### src/hw/fbc_pkg.sv
/*
 * Package for the flash bus host controller: pin bundles, request types,
 * bus timing counts.
 * Assumes a 100 MHz clock and an asynchronous parallel flash on the pins.
 */
package fbc_pkg;
   localparam int        CLK_PERIOD_NS  = 10;
   // Access times of the faster speed grade; the slower grade needs 90
   localparam int        ADDRESS_ACCESS_TIME_NS       = 70;
   localparam int        T_CE_NS        = 70;
   localparam int        T_SETUP_NS     = 0;
   localparam int        T_WP_NS        = 35;
   localparam int        T_WPH_NS       = 30;
   localparam int        T_RP_NS        = 500;
   localparam int        T_RH_NS        = 50;
   // Least times round up, never under one cycle
   localparam int        ACC_CYC  = (ADDRESS_ACCESS_TIME_NS + CLK_PERIOD_NS - 1) / CLK_PERIOD_NS;
   localparam int        CE_CYC   = (T_CE_NS + CLK_PERIOD_NS - 1) / CLK_PERIOD_NS;
   localparam int        WP_CYC   = (T_WP_NS + CLK_PERIOD_NS - 1) / CLK_PERIOD_NS;
   localparam int        WPH_CYC  = (T_WPH_NS + CLK_PERIOD_NS - 1) / CLK_PERIOD_NS;
   localparam int        RP_CYC   = (T_RP_NS + CLK_PERIOD_NS - 1) / CLK_PERIOD_NS;
   localparam int        RH_CYC   = (T_RH_NS + CLK_PERIOD_NS - 1) / CLK_PERIOD_NS;
   localparam int        CNT_W    = 8;
   localparam int        ADDR_W   = 20;
   localparam int        DATA_W   = 16;
   localparam logic [7:0] BYPASS_SEQ_LEN = 8'h02;
   localparam logic [7:0] NORMAL_SEQ_LEN = 8'h04;

   typedef enum logic [1:0] {
      FBC_OP_READ,
      FBC_OP_WRITE,
      FBC_OP_RESTART
   } fbc_op_e;

   // Request from the user side
   typedef struct packed {
      fbc_op_e               op;
      logic                  byteMode;
      logic [ADDR_W-1:0]     addr;
      logic                  addrLow;
      logic [DATA_W-1:0]     data;
   } fbc_req_s;

   // Controls toward the flash pins, all active low, byteSel_n too (low selects byte mode)
   typedef struct packed {
      logic                  chipSel_n;
      logic                  outGate_n;
      logic                  writeStb_n;
      logic                  restart_n;
      logic                  byteSel_n;
      logic [ADDR_W-1:0]     addr;
   } fbc_pins_s;
endpackage : fbc_pkg

### src/hw/fbc_host.sv
/*
 * Host controller that drives an asynchronous parallel flash through its
 * chip-select, output-gate, write-strobe, restart and width pins.
 * Assumes the flash pins are sampled synchronously and the data pins are
 * resolved by the surrounding wiring from dataOe.
 */
`timescale 1ns/1ps
// How it works
// RULE_01: Reads: select and gate low, strobe high.
// RULE_02: Writes: strobe and select low, gate high.
// RULE_03: Command register has no array address.
// RULE_04: Width pin high gives sixteen data pins.
// RULE_05: Width low: eight pins, top pin addresses.
// RULE_06: Twenty-bit word, twenty-one-bit byte address.
// RULE_07: After restart the flash reads array.
// RULE_08: Array mode holds until a command write.
// RULE_09: Restart aborts and returns to array reads.
// RULE_10: Shortcut program needs two writes, not four.
// RULE_11: Erase by sector, sectors or whole chip.
// RULE_12: Sector erase leaves other sectors intact.
// RULE_13: Identification codes read on low byte.
// RULE_14: Status bits read on low byte while busy.
// RULE_15: Suspend holds erase; resume continues it.
// RULE_16: Protected sectors refuse program and erase.
// RULE_17: Low supply blocks writes.
// RULE_18: Select and restart high: standby, floating.
// RULE_19: Wait chip-select access time after standby.
// RULE_20: Deselect does not stop program or erase.
// RULE_21: Stable address enters automatic sleep.
// RULE_22: Sleep keeps last data latched.
// RULE_23: Gate high floats the data pins.
// RULE_24: Restart low floats and ignores accesses.
// RULE_25: Undefined pin mixes float, keep command state.
module fbc_host (
   // Clock and reset
   input  wire logic                         clock,
   input  wire logic                         arst_n,
   // User request
   input  wire logic                         reqValid,
   output logic                              reqReady,
   input  wire fbc_pkg::fbc_req_s            req,
   input  wire logic                         bypassMode,
   // User answer
   output logic                              rspValid,
   output logic [fbc_pkg::DATA_W-1:0]        rspData,
   output logic                              busy,
   // Flash pins
   output fbc_pkg::fbc_pins_s                pins,
   output logic [fbc_pkg::DATA_W-1:0]        dataOut,
   output logic [fbc_pkg::DATA_W-1:0]        dataOe,
   input  wire logic [fbc_pkg::DATA_W-1:0]   dataIn,
   input  wire logic                         opDone
);
   typedef enum logic [2:0] {
      FBC_IDLE,
      FBC_RD,
      FBC_WR,
      FBC_WR_HOLD,
      FBC_RST,
      FBC_RST_HOLD
   } fbc_state_e;

   fbc_state_e                   state, next_state;
   logic [fbc_pkg::CNT_W-1:0]    cnt, next_cnt;
   logic                         selected, next_selected;
   fbc_pkg::fbc_pins_s           next_pins;
   logic [fbc_pkg::DATA_W-1:0]   next_dataOut, next_dataOe;
   logic                         next_rspValid;
   logic [fbc_pkg::DATA_W-1:0]   next_rspData;
   logic [7:0]                   seqLeft, next_seqLeft;

   function automatic logic [fbc_pkg::CNT_W-1:0] cyc(input int n);
      cyc = fbc_pkg::CNT_W'(n - 1);
   endfunction : cyc

   // Lanes the host drives: low byte on byte-mode writes only, top pin is the extra address
   function automatic logic [fbc_pkg::DATA_W-1:0] laneMask(input logic byteMode,
                                                          input logic wr);
      if (!byteMode) begin
         laneMask = wr ? 16'hFFFF : 16'h0000; // RULE_04
      end else begin
         laneMask = wr ? 16'h80FF : 16'h8000; // RULE_05
      end
   endfunction : laneMask

   assign reqReady = (state == FBC_IDLE);
   assign busy     = !opDone; // RULE_20

   always_comb begin
      next_state    = state;
      next_cnt      = cnt;
      next_selected = selected;
      next_pins     = pins;
      next_dataOut  = dataOut;
      next_dataOe   = dataOe;
      next_rspValid = 1'b0;
      next_rspData  = rspData;
      next_seqLeft  = seqLeft;
      case (state)
         FBC_IDLE: begin
            // Standby between accesses: select and strobe high, data floating
            next_pins.chipSel_n  = 1'b1; // RULE_18
            next_pins.outGate_n  = 1'b1; // RULE_23
            next_pins.writeStb_n = 1'b1;
            next_dataOe          = 16'h0000; // RULE_25
            if (reqValid) begin
               next_pins.byteSel_n = !req.byteMode;
               next_pins.addr      = req.addr; // RULE_06
               next_dataOut        = {req.byteMode ? req.addrLow : req.data[15],
                                      req.data[14:0]};
               case (req.op)
                  fbc_pkg::FBC_OP_READ: begin
                     next_pins.chipSel_n = 1'b0; // RULE_01
                     next_pins.outGate_n = 1'b0; // RULE_01
                     next_dataOe         = laneMask(req.byteMode, 1'b0);
                     // A fresh select from standby needs the full select access time
                     next_cnt   = cyc(selected ? fbc_pkg::ACC_CYC : fbc_pkg::CE_CYC); // RULE_19
                     next_state = FBC_RD;
                  end
                  fbc_pkg::FBC_OP_WRITE: begin
                     next_pins.chipSel_n  = 1'b0; // RULE_02
                     next_pins.writeStb_n = 1'b0; // RULE_02
                     next_dataOe          = laneMask(req.byteMode, 1'b1);
                     next_cnt             = cyc(fbc_pkg::WP_CYC);
                     if (seqLeft == 8'h00 || seqLeft == 8'h01) begin
                        next_seqLeft = bypassMode ? fbc_pkg::BYPASS_SEQ_LEN
                                                  : fbc_pkg::NORMAL_SEQ_LEN; // RULE_10
                     end else begin
                        next_seqLeft = seqLeft - 8'h01;
                     end
                     next_state = FBC_WR;
                  end
                  fbc_pkg::FBC_OP_RESTART: begin
                     next_pins.restart_n = 1'b0; // RULE_09
                     next_cnt            = cyc(fbc_pkg::RP_CYC);
                     next_state          = FBC_RST;
                  end
                  default: begin
                     next_state = FBC_IDLE;
                  end
               endcase
            end
         end
         FBC_RD: begin
            if (cnt == '0) begin
               // Status, identification and array data all use read timing
               next_rspData  = dataIn; // RULE_14
               next_rspValid = 1'b1;   // RULE_13
               next_selected = 1'b1;
               next_state    = FBC_IDLE;
            end else begin
               next_cnt = cnt - 1'b1;
            end
         end
         FBC_WR: begin
            if (cnt == '0) begin
               // Data latches on the rising strobe
               next_pins.writeStb_n = 1'b1;
               next_pins.chipSel_n  = 1'b1;
               next_cnt             = cyc(fbc_pkg::WPH_CYC);
               next_state           = FBC_WR_HOLD;
            end else begin
               next_cnt = cnt - 1'b1;
            end
         end
         FBC_WR_HOLD: begin
            next_dataOe = 16'h0000;
            if (cnt == '0) begin
               next_rspValid = 1'b1;
               next_state    = FBC_IDLE;
            end else begin
               next_cnt = cnt - 1'b1;
            end
         end
         FBC_RST: begin
            // Device floats and ignores accesses while restart is low
            next_dataOe         = 16'h0000; // RULE_24
            next_pins.chipSel_n = 1'b1;
            if (cnt == '0) begin
               next_pins.restart_n = 1'b1;
               next_cnt            = cyc(fbc_pkg::RH_CYC);
               next_state          = FBC_RST_HOLD;
            end else begin
               next_cnt = cnt - 1'b1;
            end
         end
         FBC_RST_HOLD: begin
            if (cnt == '0) begin
               // Flash is back in array reads; any command sequence restarts
               next_seqLeft  = 8'h00; // RULE_07
               next_selected = 1'b0;
               next_rspValid = 1'b1;
               next_state    = FBC_IDLE;
            end else begin
               next_cnt = cnt - 1'b1;
            end
         end
         default: begin
            next_state = FBC_IDLE;
         end
      endcase
      if (state == FBC_IDLE && !(reqValid && req.op == fbc_pkg::FBC_OP_READ)) begin
         next_selected = 1'b0;
      end
   end

   always_ff @(posedge clock or negedge arst_n) begin
      if (!arst_n) begin
         state    <= FBC_IDLE;
         cnt      <= '0;
         selected <= 1'b0;
         pins     <= '{chipSel_n: 1'b1, outGate_n: 1'b1, writeStb_n: 1'b1,
                       restart_n: 1'b0, byteSel_n: 1'b0, addr: '0};
         dataOut  <= 16'h0000;
         dataOe   <= 16'h0000;
         rspValid <= 1'b0;
         rspData  <= 16'h0000;
         seqLeft  <= 8'h00;
      end else begin
         state    <= next_state;
         cnt      <= next_cnt;
         selected <= next_selected;
         pins     <= next_pins;
         dataOut  <= next_dataOut;
         dataOe   <= next_dataOe;
         rspValid <= next_rspValid;
         rspData  <= next_rspData;
         seqLeft  <= next_seqLeft;
      end
   end
endmodule : fbc_host

### config.mk
export PLATFORM = sky130hd
export DESIGN_NAME = fbc_host
export DESIGN_NICKNAME = d
export VERILOG_FILES = /design/src/hw/fbc_pkg.sv /design/src/hw/fbc_host.sv
export SDC_FILE = /design/constraint.sdc
export NUM_CORES = 1
export LEC_CHECK = 0
export BUFFER_PORTS_ARGS = -buffer_cell sky130_fd_sc_hd__buf_2
export CORE_MARGIN = 5
export CORE_UTILIZATION = 25
export CTS_CLUSTER_DIAMETER = 120
export CTS_CLUSTER_SIZE = 8
export DETAILED_ROUTE_END_ITERATION = 10
export PLACE_DENSITY = 0.53
export SYNTH_ARGS = -nofsm -noshare
export SYNTH_HDL_FRONTEND = slang
export SYNTH_SLANG_ARGS = --single-unit
### constraint.sdc
create_clock -name clock -period 2.15 [get_ports clock]
set_clock_uncertainty 0.2 [all_clocks]
set_input_delay 0.43 -clock clock [delete_from_list [all_inputs] [get_ports clock]]
set_output_delay 0.43 -clock clock [all_outputs]
set_load 0.02 [all_outputs]
==> implementation parameters <==
Parameter                              Value

Worst setup path
  R2r worst-path depth ... 6
  Critical-path cell list ... inv_2 -> ha_4 -> nor3b_4 -> nand2_4 -> or4_4 -> mux2_4
  Setup slack on the worst flop-to-flop path ... 0.003 ns
  Arrival time of data at the critical path endpoint ... 2.16 ns
  Critical path endpoint category ... flop
  Number of logic stages on the critical path including buffering ... 6
  Largest fanout of any net on the critical path ... 8
  Worst flop-to-flop path startpoint ... cnt[1]$_DFFE_PN0P_
  Largest stage delay, worst path ... 0.55 ns
  Kind of critical path ... reg2reg
  Startpoint type of the worst setup path ... flop
  Crit-path slowest cell ... or4_4
  Critical Path Start ... cnt[1]$_DFFE_PN0P_
  WP buf/inv ... 1
  Data required, critical path ... 2.16 ns
  Endpoint of the most critical register-to-register path ... rspData[2]$_DFFE_PN0P_
  Cell family contributing the most delay on the critical path ... simple AND/OR/NAND/NOR gates

Logic synthesis
  Post-Syn Instances ... 345
  Part of the Yosys area used for sequential elements ... 0.5329
  Average cell area after synthesis ... 9.821 um2
  Mapped cell area ... 0.003388 mm2
  Number of synthesized register bits ... 72
  Number of synthesis warnings ... 0
  Synthesized net count ... 414
  Cell variety after synth ... 45

Clock tree
  TritonCTS buffer count ... 9
  Clock latency reported for the late side of the worst-skew pair ... 0.33 ns
  Number of sinks driven by the clock tree ... 72
  Clock slew at reported path FFs ... 0.06 ns
  H-tree Lvls ... 3
  TritonCTS clock tree ... done
  Maximum clock insertion buffer count ... 2
  Root buf cell ... clkbuf_16

Hold path
  Instance count along the most critical hold path ... 3
  Path category of the worst min-delay check ... in2reg
  Capture endpoint of the worst hold path ... pins[3]$_DFFE_PN0P_
  Start point of the worst hold path ... req[20]

Power
  Internal power summed over all cells ... 4.525 mW
  Overall power consumption ... 7.366 mW
  Leakage Power ... 2.604 nW
  Part of the total power dissipated in combinational logic ... 0.448
  Part of the power in registers ... 0.318
  PwrDens ... 1519 mW/mm2
  Maximum VDD drop ... 415.9 uV
  Share of total power in the clock network ... 0.234
  Switching part of the total ... 0.3856
  Switching power ... 2.841 mW

Timing
  Final count of negative-setup-slack endpoints ... 0
  Hold violation total from the final report ... 0
  Final critical-path setup slack ... 0.003168 ns
  Shortest clock period the worst path allows after layout ... 2.147 ns
  Max frequency ... 465.8 MHz
  Tcrit/Tclk final ... 0.9985
  Worst max-slew margin expressed relative to the limit ... 0.7288
  Max-slew violations ... 0
  Pin slew with the least headroom to its limit ... 0.4067 ns
  Setup repair after global routing missed its margin ... yes

Detailed routing
  Initial detailed-routing violation count ... 143
  DR vias/cell ... 4.359
  Drc violations ... 0
  Routed wire length ... 9.533 mm
  DR WL/cell ... 13.92 um
  Antenna Violating Nets Remaining ... 0
  Via count ... 2986
  Number of iterations in the first detailed-routing pass ... 4

Floorplanning
  DIE WIDTH ... 126.4 um
  Die H ... 126.4 um
  Initial Utilization ... 0.2559
  Count of pins on the block boundary ... 137
  Die ar. ... 0.01598 mm2
  Placeable core area ... 0.01324 mm2
  Num rows ... 42

Global route
  Met1 usage in global routing ... 0.1538
  Total overflow reported by the global router ... 0
  Via count of the first global-routing pass ... 3013
  Antenna violations before repair ... 0
  Global Route met3 Usage ... 0.03363
  Total routing resource utilization after global routing ... 0.1185
  Met2 track demand over resource in global routing ... 0.1877
  Largest net degree at the start of global routing ... 41
  Global-route wire length before repair ... 15.23 mm
  Most congested layer reported by global routing ... met2

Finish
  Area growth from synthesis to layout ... 43.09%
  Post-route cell area ... 0.004848 mm2
  Diode count ... 0
  Net count, final ... 573
  Share of final-layout standard cells stronger than drive strength 1 ... 0.4479

Placement
  Quantity of I/O buffers inserted on ports ... 135
  Post-place instance area ... 0.004399 mm2
  HPWL after detailed placement ... 7.088 mm
  Global placer's final weighted congestion ... 0.8494
  Post-place setup slack ... -0.1223 ns

Run
  Maxcap violations ... 0

Run status
  Status ... finished, final reports clean
-- cells in the mapped netlist, drive strengths merged --
library cell	n	area, um2
mux2i	1	10.01
buf	18	143.9
ha	8	100.1
o21ai	12	60.06
clkbuf	12	45.04
nand2	120	457.9
and2	3	18.77
a32o	1	10.01
or2	1	6.260
a21oi	13	65.06
o41ai	1	8.760
a221oi	1	8.760
mux2	16	217.7
nor4b	1	8.760
nor3b	1	12.51
a21boi	2	15.01
a211oi	4	30.03
a22oi	4	30.03
or3	4	26.28
o31ai	5	37.54
dfstp	3	78.83
nor3	2	10.01
nor2b	1	6.260
o21a	2	15.01
a211o	1	8.760
a31oi	1	6.260
nor2	10	37.54
and3	4	27.52
o22ai	2	12.51
o2111ai	1	8.760
xor2	2	17.52
nor4	1	21.27
dfrtp	69	1727
nand3	2	10.01
or4	4	33.78
a32oi	2	17.52
inv	10	37.54
-- registers in the layout, indices dropped and copies added, names as in the netlist --
register,count
pins,25
cnt,8
rspData,16
state,3
dataOut,16
dataOe,3
rspValid,1
-- power groups by stage --
stage / clock network, mW / registers, mW / logic, mW
final: 1.72 / 2.34 / 3.30
after global routing: 1.85 / 2.42 / 3.61
after CTS: 1.78 / 2.36 / 3.32
after detailed placement: 0 / 2.39 / 3.17
after global placement: 0 / 2.36 / 3.13
after floorplan: 0 / 3.00 / 1.36
-- cells in the final DEF, fill, tap and decap left out, types with 2 or more instances in the layout --
| cell type | count |
|---|---|
| a21boi_0 | 2 |
| and2_1 | 2 |
| o31ai_1 | 5 |
| dfrtp_2 | 2 |
| mux2_4 | 10 |
| dfrtp_1 | 67 |
| inv_1 | 7 |
| buf_4 | 40 |
| mux2_2 | 6 |
| nand2_1 | 119 |
| or3_1 | 2 |
| dfstp_2 | 3 |
| o22ai_1 | 2 |
| xor2_1 | 2 |
| a22oi_1 | 4 |
| buf_2 | 133 |
| or4_4 | 2 |
| bufinv_16 | 3 |
| ha_1 | 7 |
| clkbuf_16 | 9 |
| nor2_1 | 10 |
| or4_1 | 3 |
| and3_1 | 2 |
| buf_12 | 2 |
| a211oi_1 | 4 |
| a21oi_1 | 13 |
| o21a_1 | 2 |
| nand3_1 | 2 |
| inv_2 | 2 |
| o21ai_0 | 12 |
| a32oi_1 | 2 |
| nor3_1 | 2 |
-- kinds of logic (layout without fill, tap and decap cells) --
logic type | Yosys count | after routing | share of synthesized area
AOI/OAI and AO/OA | 52 | 52 | 0.09860
buffers and inverters | 40 | 203 | 0.06684
muxes | 17 | 17 | 0.06721
adders and majority gates | 8 | 8 | 0.02954
DFF | 72 | 72 | 0.5329
xor gates and xnor gates | 2 | 2 | 0.005171
and+or+nand+nor | 154 | 155 | 0.1998
-- area by class of cell --
class | count | area (um2)
Clock inverter | 5 | 103.9
Sequential cell | 72 | 1808
Tap cell | 176 | 220.2
Clock buffer | 11 | 242.7
Multi-Input combinational cell | 234 | 1406
Inverter | 10 | 40.04
Fill cell | 1421 | 8394
Timing Repair Buffer | 177 | 1027
-- metal layers --
layer	wire, um	vias to the layer above
met5	0	-
met2	4430	96
li1	-	1462
met3	681	11
met4	170	0
met1	4251	1417
-- timing repair --
item,in CTS,in global routing
hold buffers,1,0
pin swaps,4,2
resized for setup,10,5
buffers inserted,5,1
endpoints found under the hold margin,14,0
gates cloned,1,0
setup endpoints to repair,17,13
-- through the flow --
| step | hold slack (ns) | TNS, ns | utilization | instances |
|---|---|---|---|---|
| 6_report | 0.08745 | 0 | 0.3661 | 685 |
| 3_3_place_gp | 0.1210 | -0.9362 | 0.3322 | 662 |
| 2_1_floorplan | -0.06559 | -0.9953 | - | 345 |
| 3_5_place_dp | 0.1288 | -1.465 | 0.3322 | 662 |
| 5_1_grt | 0.07814 | -0.3978 | 0.3661 | 685 |
| 4_1_cts | 0.07196 | -0.6788 | 0.3651 | 685 |
-- worst reg2reg max path, cell delays in order, from the launching register on --
cell and delay, ns:
dfrtp_1 0.39, inv_2 0.08, ha_4 0.14, nor3b_4 0.24, nand2_4 0.10, or4_4 0.55
mux2_4 0.34
-- worst max path at each step --
| stage | endpoint | slack, ns |
|---|---|---|
| final | rspData[2]$_DFFE_PN0P_ | 0.003 |
| after global routing | rspData[1]$_DFFE_PN0P_ | -0.06 |
| after CTS | rspData[2]$_DFFE_PN0P_ | -0.09 |
| after detailed placement | cnt[1]$_DFFE_PN0P_ | -0.12 |
| after global placement | cnt[1]$_DFFE_PN0P_ | -0.07 |
| after floorplan | rspData[0]$_DFFE_PN0P_ | -0.1 |
(Power assumes the default switching activity.)
